**src/mpr_consts.vh**
```
`ifndef MPR_CONSTS_VH
`define MPR_CONSTS_VH

// Register indices; the byte address is four times the index
`define MPR_IDX_INPUT     8'h8a
`define MPR_IDX_OUTPUT    8'h8b
`define MPR_IDX_ROUTE     8'h8c

// Address decode fields of paddr
`define MPR_ADDR_W        12
`define MPR_IDX_MSB       9
`define MPR_IDX_LSB       2

// General output register
`define MPR_OUT_RESET     8'h00
`define MPR_OUT_WMASK     8'h1f

// General input register
`define MPR_IN_RESET      5'h00

// Pin routing register
`define MPR_ROUTE_RESET   32'h00001000
`define MPR_ROUTE_WMASK   32'h07777777

// Selector field positions
`define MPR_SEL_W         4
`define MPR_SEL0_LSB      0
`define MPR_SEL1_LSB      4
`define MPR_SEL2_LSB      8
`define MPR_SEL3_LSB      12
`define MPR_SEL4_LSB      16
`define MPR_SEL5_LSB      20
`define MPR_SEL6_LSB      24

// Selector codes shared by the general-purpose pins
`define MPR_CODE_INPUT    4'h0
`define MPR_CODE_OUTPUT   4'h1

// Codes that actively drive each pin, one bit per code
`define MPR_DRIVE_PIN0    16'hff3e
`define MPR_DRIVE_PIN1    16'hff2e
`define MPR_DRIVE_PIN2    16'hff3e
`define MPR_DRIVE_PIN3    16'hfffe
`define MPR_DRIVE_PIN4    16'hfb3e
`define MPR_DRIVE_PIN5    16'hf73e
`define MPR_DRIVE_PIN6    16'hfffe

`endif

```
**src/mpr_sync.v**
```verilog
`timescale 1ns/100ps
`default_nettype none

module mpr_sync #(
  parameter W = 7
) (
  input  wire         pclk,
  input  wire         presetn,
  input  wire [W-1:0] async_in,
  output wire [W-1:0] sync_out
);

  reg [W-1:0] meta_r;
  reg [W-1:0] sync_r;

  // Two stages; only the second stage is visible outside
  always @(posedge pclk or negedge presetn) begin
    if (!presetn) begin
      meta_r <= {W{1'b0}};
      sync_r <= {W{1'b0}};
    end else begin
      meta_r <= async_in;
      sync_r <= meta_r;
    end
  end

  assign sync_out = sync_r;

endmodule

`default_nettype wire

```
**src/mpr_pin_cell.v**
```verilog
`timescale 1ns/100ps
`default_nettype none

module mpr_pin_cell #(
  parameter [15:0] DRIVE_MASK = 16'hffff
) (
  input  wire        pclk,
  input  wire        presetn,
  input  wire [3:0]  sel,
  input  wire [15:0] src,
  output reg         pin_out,
  output reg         pin_oe
);

  // Registered mux: a selector change shows one edge later, and each pin
  // has its own flops so other pins never see a transient
  always @(posedge pclk or negedge presetn) begin
    if (!presetn) begin
      pin_out <= 1'b0;
      pin_oe  <= 1'b0;
    end else begin
      pin_out <= src[sel] & DRIVE_MASK[sel];
      pin_oe  <= DRIVE_MASK[sel];
    end
  end

endmodule

`default_nettype wire

```
**src/mpr_top.v**
```verilog
// Operation
// - Output register bits 4..0 hold last written values and drive output lines 4..0.
// - Output register bits 7..5 read zero; writes there are ignored.
// - Output data and all selectors reset only on the global reset.
// - Routing bits 31..28 and 27,23,19,15,11,7,3 read zero; others writable.
// - Routing resets to 0000_1000h; reset value may also come from EEPROM.
// - Pin 6: code 1 clock-run, codes 2..15 interrupt of that number, 0 reserved.
// - Pin 5: input 4, output 4, grant, interrupts, audio, LEDs, event out.
// - Pin 4: input 3, output 3, lock, interrupts, audio, ring, socket LED, event.
// - Pin 3: code 1 serial interrupt, codes 2..15 interrupt lines, 0 reserved.
// - Pin 2: input 2, output 2, request, interrupts, audio, INTC, ring, test_observe_mux.
// - Pin 1: input 1, output 1, INTB, interrupts, audio, LED one and two, event.
// - Pin 0: input 0, output 0, INTA, interrupts, audio, LED one and two, event.
// - Input-selected pins are sampled into input bits; level changes flag an event.
//
// Chosen here: the APB slave port.
`timescale 1ns/100ps
`default_nettype none
`include "mpr_consts.vh"

module mpr_top (
  input  wire                     pclk,
  input  wire                     presetn,
  // APB slave
  input  wire                     psel,
  input  wire                     penable,
  input  wire                     pwrite,
  input  wire [`MPR_ADDR_W-1:0]   paddr,
  input  wire [31:0]              pwdata,
  output reg  [31:0]              prdata,
  output reg                      pready,
  output reg                      pslverr,
  // Routing default from the serial configuration loader
  input  wire                     eeprom_load,
  input  wire [31:0]              eeprom_value,
  // Internal sources that may be routed to pins
  input  wire [15:0]              irq_line,
  input  wire                     clkrun,
  input  wire                     serial_interrupt,
  input  wire                     pcpci_grant,
  input  wire                     pci_lock,
  input  wire                     pcpci_request,
  input  wire                     pci_inta_n,
  input  wire                     pci_intb_n,
  input  wire                     pci_intc_n,
  input  wire                     card_audio_pwm,
  input  wire                     activity_led_one,
  input  wire                     activity_led_two,
  input  wire                     socket_led,
  input  wire                     general_event_out,
  input  wire                     ring_indicate_out,
  input  wire                     test_observe_mux,
  // Multifunction pins
  input  wire [6:0]               pin_in,
  output wire [6:0]               pin_out,
  output wire [6:0]               pin_oe,
  // Side outputs
  output reg  [4:0]               general_output,
  output reg  [4:0]               general_input_value,
  output reg  [4:0]               general_input_change
);

  ////////////////////////////////////////////////////////////////////////////
  // Registers

  reg  [7:0]  general_output_values_r;
  reg  [31:0] pin_function_select_r;

  wire [3:0]  pin0_select;
  wire [3:0]  pin1_select;
  wire [3:0]  pin2_select;
  wire [3:0]  pin3_select;
  wire [3:0]  pin4_select;
  wire [3:0]  pin5_select;
  wire [3:0]  pin6_select;

  wire        out0_value;
  wire        out1_value;
  wire        out2_value;
  wire        out3_value;
  wire        out4_value;

  // Selector fields
  assign pin0_select = pin_function_select_r[`MPR_SEL0_LSB +: `MPR_SEL_W];
  assign pin1_select = pin_function_select_r[`MPR_SEL1_LSB +: `MPR_SEL_W];
  assign pin2_select = pin_function_select_r[`MPR_SEL2_LSB +: `MPR_SEL_W];
  assign pin3_select = pin_function_select_r[`MPR_SEL3_LSB +: `MPR_SEL_W];
  assign pin4_select = pin_function_select_r[`MPR_SEL4_LSB +: `MPR_SEL_W];
  assign pin5_select = pin_function_select_r[`MPR_SEL5_LSB +: `MPR_SEL_W];
  assign pin6_select = pin_function_select_r[`MPR_SEL6_LSB +: `MPR_SEL_W];

  // Output data bits
  assign out0_value = general_output_values_r[0];
  assign out1_value = general_output_values_r[1];
  assign out2_value = general_output_values_r[2];
  assign out3_value = general_output_values_r[3];
  assign out4_value = general_output_values_r[4];

  ////////////////////////////////////////////////////////////////////////////
  // APB decode

  wire        apb_setup;
  wire        apb_access;
  wire        apb_write;
  wire        addr_aligned;
  wire [7:0]  addr_index;
  wire        hit_input;
  wire        hit_output;
  wire        hit_route;
  wire        hit_any;

  assign apb_setup    = psel & ~penable;
  // Access edge is the one where pready is sampled high
  assign apb_access   = psel & penable & pready;
  assign apb_write    = apb_access & pwrite;

  // Upper bits and byte lane bits must be zero for a hit
  assign addr_aligned = (paddr[`MPR_ADDR_W-1:`MPR_IDX_MSB+1] == 2'b00) &&
                        (paddr[`MPR_IDX_LSB-1:0] == 2'b00);
  assign addr_index   = paddr[`MPR_IDX_MSB:`MPR_IDX_LSB];
  assign hit_input    = addr_aligned && (addr_index == `MPR_IDX_INPUT);
  assign hit_output   = addr_aligned && (addr_index == `MPR_IDX_OUTPUT);
  assign hit_route    = addr_aligned && (addr_index == `MPR_IDX_ROUTE);
  assign hit_any      = hit_input | hit_output | hit_route;

  ////////////////////////////////////////////////////////////////////////////
  // Read data mux

  reg  [31:0] rd_data;

  // Reserved bits are zero because the stored values are masked on write and narrower registers are zero-padded
  always @* begin
    rd_data = 32'h00000000;
    if (hit_input) begin
      rd_data = {27'h0000000, general_input_value};
    end else if (hit_output) begin
      rd_data = {24'h000000, general_output_values_r};
    end else if (hit_route) begin
      rd_data = pin_function_select_r;
    end
  end

  ////////////////////////////////////////////////////////////////////////////
  // APB response

  // One wait-free access phase: pready rises in the cycle after setup.
  // Read data is latched in setup; a loader update in that one cycle is
  // not seen by the read, which is harmless for a once-set register.
  always @(posedge pclk or negedge presetn) begin
    if (!presetn) begin
      pready  <= 1'b0;
      pslverr <= 1'b0;
      prdata  <= 32'h00000000;
    end else begin
      pready <= apb_setup;
      if (apb_setup) begin
        pslverr <= ~hit_any;
        prdata  <= rd_data;
      end else begin
        pslverr <= 1'b0;
      end
    end
  end

  ////////////////////////////////////////////////////////////////////////////
  // General output register

  // Only presetn, the global reset, clears these bits
  always @(posedge pclk or negedge presetn) begin
    if (!presetn) begin
      general_output_values_r <= `MPR_OUT_RESET;
    end else if (apb_write && hit_output) begin
      general_output_values_r <= pwdata[7:0] & `MPR_OUT_WMASK;
    end
  end

  // Output lines follow the stored value
  always @(posedge pclk or negedge presetn) begin
    if (!presetn) begin
      general_output <= 5'h00;
    end else begin
      general_output <= general_output_values_r[4:0];
    end
  end

  ////////////////////////////////////////////////////////////////////////////
  // Pin routing register

  // A loader value overrides a bus write in the same cycle, since the
  // loader delivers the board default that software expects to replace.
  always @(posedge pclk or negedge presetn) begin
    if (!presetn) begin
      pin_function_select_r <= `MPR_ROUTE_RESET;
    end else if (eeprom_load) begin
      pin_function_select_r <= eeprom_value & `MPR_ROUTE_WMASK;
    end else if (apb_write && hit_route) begin
      pin_function_select_r <= pwdata & `MPR_ROUTE_WMASK;
    end
  end

  ////////////////////////////////////////////////////////////////////////////
  // Pin input sampling

  wire [6:0]  pin_in_s;
  wire [4:0]  input_pin_level;
  wire [4:0]  input_selected;

  mpr_sync #(
    .W        (7)
  ) u_pin_sync (
    .pclk     (pclk),
    .presetn  (presetn),
    .async_in (pin_in),
    .sync_out (pin_in_s)
  );

  // Inputs 3 and 4 live on pins 4 and 5
  assign input_pin_level = {pin_in_s[5], pin_in_s[4], pin_in_s[2],
                            pin_in_s[1], pin_in_s[0]};
  assign input_selected  = {pin5_select == `MPR_CODE_INPUT,
                            pin4_select == `MPR_CODE_INPUT,
                            pin2_select == `MPR_CODE_INPUT,
                            pin1_select == `MPR_CODE_INPUT,
                            pin0_select == `MPR_CODE_INPUT};

  // Input bits hold their last value while the pin serves another function
  always @(posedge pclk or negedge presetn) begin
    if (!presetn) begin
      general_input_value  <= `MPR_IN_RESET;
      general_input_change <= 5'h00;
    end else begin
      general_input_value  <= (input_selected & input_pin_level) |
                              (~input_selected & general_input_value);
      general_input_change <= input_selected &
                              (input_pin_level ^ general_input_value);
    end
  end

  ////////////////////////////////////////////////////////////////////////////
  // Per-pin source vectors, indexed by selector code

  wire [15:0] src_pin0;
  wire [15:0] src_pin1;
  wire [15:0] src_pin2;
  wire [15:0] src_pin3;
  wire [15:0] src_pin4;
  wire [15:0] src_pin5;
  wire [15:0] src_pin6;

  // Pin 6: interrupt lines follow the code number
  assign src_pin6 = {irq_line[15:2], clkrun, 1'b0};

  // Pin 5
  assign src_pin5 = {irq_line[15], general_event_out, socket_led,
                     activity_led_one, 1'b0, irq_line[10], irq_line[9],
                     card_audio_pwm, 1'b0, 1'b0, irq_line[5], irq_line[4],
                     irq_line[3], pcpci_grant, out4_value, 1'b0};

  // Pin 4
  assign src_pin4 = {irq_line[15], general_event_out, socket_led,
                     ring_indicate_out, irq_line[11], 1'b0, irq_line[9],
                     card_audio_pwm, 1'b0, 1'b0, irq_line[5], irq_line[4],
                     irq_line[3], pci_lock, out3_value, 1'b0};

  // Pin 3: serial interrupt on code 1
  assign src_pin3 = {irq_line[15:2], serial_interrupt, 1'b0};

  // Pin 2: code 15 carries interrupt 7 here, not 15
  assign src_pin2 = {irq_line[7], general_event_out, test_observe_mux,
                     ring_indicate_out, pci_intc_n, irq_line[10], irq_line[9],
                     card_audio_pwm, 1'b0, 1'b0, irq_line[5], irq_line[4],
                     irq_line[3], pcpci_request, out2_value, 1'b0};

  // Pin 1: code 4 is reserved on this pin
  assign src_pin1 = {irq_line[15], general_event_out, activity_led_two,
                     activity_led_one, irq_line[11], irq_line[10], irq_line[9],
                     card_audio_pwm, 1'b0, 1'b0, irq_line[5], 1'b0,
                     irq_line[3], pci_intb_n, out1_value, 1'b0};

  // Pin 0
  assign src_pin0 = {irq_line[15], general_event_out, activity_led_two,
                     activity_led_one, irq_line[11], irq_line[10], irq_line[9],
                     card_audio_pwm, 1'b0, 1'b0, irq_line[5], irq_line[4],
                     irq_line[3], pci_inta_n, out0_value, 1'b0};

  ////////////////////////////////////////////////////////////////////////////
  // Pin multiplexers

  mpr_pin_cell #(
    .DRIVE_MASK (`MPR_DRIVE_PIN0)
  ) u_pin0 (
    .pclk       (pclk),
    .presetn    (presetn),
    .sel        (pin0_select),
    .src        (src_pin0),
    .pin_out    (pin_out[0]),
    .pin_oe     (pin_oe[0])
  );

  mpr_pin_cell #(
    .DRIVE_MASK (`MPR_DRIVE_PIN1)
  ) u_pin1 (
    .pclk       (pclk),
    .presetn    (presetn),
    .sel        (pin1_select),
    .src        (src_pin1),
    .pin_out    (pin_out[1]),
    .pin_oe     (pin_oe[1])
  );

  mpr_pin_cell #(
    .DRIVE_MASK (`MPR_DRIVE_PIN2)
  ) u_pin2 (
    .pclk       (pclk),
    .presetn    (presetn),
    .sel        (pin2_select),
    .src        (src_pin2),
    .pin_out    (pin_out[2]),
    .pin_oe     (pin_oe[2])
  );

  mpr_pin_cell #(
    .DRIVE_MASK (`MPR_DRIVE_PIN3)
  ) u_pin3 (
    .pclk       (pclk),
    .presetn    (presetn),
    .sel        (pin3_select),
    .src        (src_pin3),
    .pin_out    (pin_out[3]),
    .pin_oe     (pin_oe[3])
  );

  mpr_pin_cell #(
    .DRIVE_MASK (`MPR_DRIVE_PIN4)
  ) u_pin4 (
    .pclk       (pclk),
    .presetn    (presetn),
    .sel        (pin4_select),
    .src        (src_pin4),
    .pin_out    (pin_out[4]),
    .pin_oe     (pin_oe[4])
  );

  mpr_pin_cell #(
    .DRIVE_MASK (`MPR_DRIVE_PIN5)
  ) u_pin5 (
    .pclk       (pclk),
    .presetn    (presetn),
    .sel        (pin5_select),
    .src        (src_pin5),
    .pin_out    (pin_out[5]),
    .pin_oe     (pin_oe[5])
  );

  mpr_pin_cell #(
    .DRIVE_MASK (`MPR_DRIVE_PIN6)
  ) u_pin6 (
    .pclk       (pclk),
    .presetn    (presetn),
    .sel        (pin6_select),
    .src        (src_pin6),
    .pin_out    (pin_out[6]),
    .pin_oe     (pin_oe[6])
  );

endmodule

`default_nettype wire

```
**config.mk**
```make
export PLATFORM = sky130hd
export DESIGN_NAME = mpr_top
export DESIGN_NICKNAME = d
export VERILOG_FILES = /design/src/mpr_sync.v /design/src/mpr_pin_cell.v /design/src/mpr_top.v
export VERILOG_INCLUDE_DIRS = /design/src
export SDC_FILE = /design/constraint.sdc
export NUM_CORES = 1
export LEC_CHECK = 0
export ABC_AREA = 0
export BUFFER_PORTS_ARGS = -buffer_cell sky130_fd_sc_hd__buf_2
export CORE_MARGIN = 4
export CORE_UTILIZATION = 31
export CTS_CLUSTER_SIZE = 25
export DETAILED_ROUTE_END_ITERATION = 12
export GPL_TIMING_DRIVEN = 0
export PLACE_DENSITY_LB_ADDON = 0.1
export SLEW_MARGIN = 10
export SYNTH_ARGS = -nofsm -noshare
export SYNTH_HDL_FRONTEND = slang
export SYNTH_HIERARCHICAL = 1
export SYNTH_SLANG_ARGS = --single-unit
```
**constraint.sdc**
```tcl
create_clock -name pclk -period 2.1 [get_ports pclk]
set_input_delay 0.42 -clock pclk [delete_from_list [all_inputs] [get_ports pclk]]
set_output_delay 0.42 -clock pclk [all_outputs]
set_load 0.02 [all_outputs]
```
==> summary.txt <==
Clock network
  • Post-CTS Setup Inserts: 0
  • Clock Latency Late Sink: 0.34 ns
  • CTS buffer count: 9
  • CTS tree: yes
  • Clock sink total: 89
  • H-Tree Depth: 3
  • Clk slew on worst S/H paths: 0.06 ns
  • CTS root buf: clkbuf_16
  • CTS Hold Buffers Added: 0
  • Clk buf depth: 2
  • CTS resizes: 0

Yosys
  • Syn Inst Count: 367
  • Avg Cell Area, Syn: 12.2 um2
  • Synth Cell Area: 0.00448 mm2
  • YS warnings: 6

STA
  • Slew @ Worst Pin: 0.628 ns
  • Post-Route Skew: 0.00617 ns
  • Setup_tns: 0 ns
  • Min Hold Slack: 0.0443 ns
  • Fin. Hold Viols: 0
  • Min Tclk post-route: 1.61 ns
  • Max transition margin: 0.581
  • Pins Over Slew Limit: 0
  • # setup viols final: 0
  • RSZ-0062 raised after global routing: no
  • Period utilisation layout: 0.768
  • F_max: 620 MHz

Global route
  • Number of global-route vias before repair: 3,825
  • Global route total overflow: 0
  • GRT Resource Usage Total: 0.168
  • Pin count of the biggest net entering global routing: 52
  • Initial antenna violation count: 1
  • First-pass GRT wire length: 20,900 um

Min path
  • Worst Hold Class: in -> async

Floorplanning
  • I/O pin total: 183
  • Effective utilization at floorplan: 0.320
  • Std cell rows: 43
  • Die W: 128 um
  • Die Y: 128 um
  • Area of the core: 0.0140 mm2
  • DIE AREA: 0.0164 mm2

Route
  • Total number of vias: 3,624
  • ANT nets after route: 0
  • TritonRoute pass-1 iters: 4
  • Final WL: 13,500 um
  • Avg WL per Cell: 17.7 um
  • DR vias/cell: 4.77
  • Iteration-0 DRC Markers: 161
  • DRC viols: 0

Cells and area
  • Fraction of layout cells with a size suffix above 1: 0.381
  • Final Util: 0.427
  • Nets: 695
  • Number of diodes: 0
  • Area Growth Syn to Fin: 33.5%
  • # fillers: 1,407

Pwr
  • Leakage power: 3.08 nW
  • PD cells: 758 mW/mm2
  • Maximum vdd drop: 0.509 mV

Setup path
  • Worst Setup Path Type: reg -> reg
  • CP Launch Type: register
  • Worst endpoint required time: 2.33 ns
  • Crit path DAT: 1.84 ns
  • Critical path capture point type: register
  • Crit-path max FO: 7

Status
  • Outcome: finished, final reports clean

Flow run
  • Max Cap Viol: 0

Place
  • RD Place Congestion: 0.809
  • IO Port Bufs: 146
  • DP HPWL: 10,300 um
==> worst paths after layout <==
check	start	endpoint	slack [ns]	cells after the start
max in group asynchronous	presetn	pin_function_select_r[12]	1.39	2
worst min-delay path	presetn	prdata[14]	0.04	1
worst max register to register	pin_function_select_r[12]	u_pin3/pin_out	0.49	4
min in group pclk	pin_in[1]	u_pin_sync/meta_r[1]	0.18	1
worst min register to register	u_pin_sync/meta_r[0]	u_pin_sync/sync_out[0]	0.35	0
worst max-delay path	pin_function_select_r[12]	u_pin3/pin_out	0.49	4
==> power breakdown <==
| part | switching [mW] | total, mW | internal [mW] |
|---|---|---|---|
| combinational | 0.420 | 0.789 | 0.369 |
| sequential | 0.139 | 1.98 | 1.84 |
| clock | 0.707 | 1.76 | 1.05 |
| total | 1.27 | 4.53 | 3.26 |
==> sequential cells by signal, indices dropped and copies added (netlist names), 5 cells and up, named ones only <==
signal	flops
pin_function_select_r	21
general_output	5
u_pin_sync/sync_out	5
general_input_change	5
u_pin_sync/meta_r	5
prdata	22
general_output_values_r	5
==> worst max-delay path: stages (launching register included) <==
cell,delay [ns]
dfstp_2,0.56
buf_6,0.14
mux4_1,0.55
mux2i_1,0.16
mux2i_1,0.09
==> cells in the final DEF, fill, tap and decap left out, types with 3 or more instances in the layout <==
| master | n |
|---|---|
| buf_6 | 6 |
| buf_4 | 15 |
| nor2b_1 | 6 |
| and3_1 | 3 |
| inv_1 | 5 |
| mux2_2 | 19 |
| mux2i_1 | 37 |
| nor2_1 | 5 |
| xor2_1 | 5 |
| nand2_1 | 28 |
| buf_2 | 148 |
| mux4_1 | 8 |
| clkbuf_16 | 9 |
| or2_2 | 3 |
| and2_1 | 6 |
| nor3b_1 | 7 |
| a221oi_1 | 3 |
| clkbuf_1 | 7 |
| inv_6 | 3 |
| a21oi_1 | 10 |
| o22ai_1 | 3 |
| mux4_2 | 6 |
| nand3_1 | 3 |
| a22o_1 | 17 |
| nand2b_1 | 6 |
| o21ai_0 | 24 |
| a31oi_1 | 7 |
| nor3_1 | 7 |
| dfrtp_1 | 88 |
| conb_1 | 51 |
==> metrics by stage <==
step	area, um2	std cells	setup WS, ns	power (mW)
floorplan	4660	417	0.452	2.45
global placement	5620	743	-0.266	2.79
detailed placement	5650	744	0.134	2.81
CTS	5970	760	0.487	4.59
global route	5970	760	0.365	4.76
finish	5970	760	0.487	4.53
==> metal layers <==
metal	wire length, um	up-vias	track usage
met1	6020	1733	0.218
met2	6110	137	0.264
met5	13	-	0
met4	210	2	0.0481
met3	1100	16	0.0629
li1	-	1736	-
==> layout make-up <==
| type | instances | area (um2) | share of cell area |
|---|---|---|---|
| flip-flops and latches | 89 | 2230 | 0.373 |
| clock buffers | 9 | 225 | 0.0377 |
| multi-input cells | 293 | 2200 | 0.369 |
| clock inverters | 7 | 98.8 | 0.0165 |
| inverters | 5 | 18.8 | 0.00314 |
| repair buffers | 147 | 761 | 0.127 |
| well taps | 180 | 225 | 0.0377 |
| plain buffers | 30 | 214 | 0.0358 |
(Power assumes the default switching activity.)
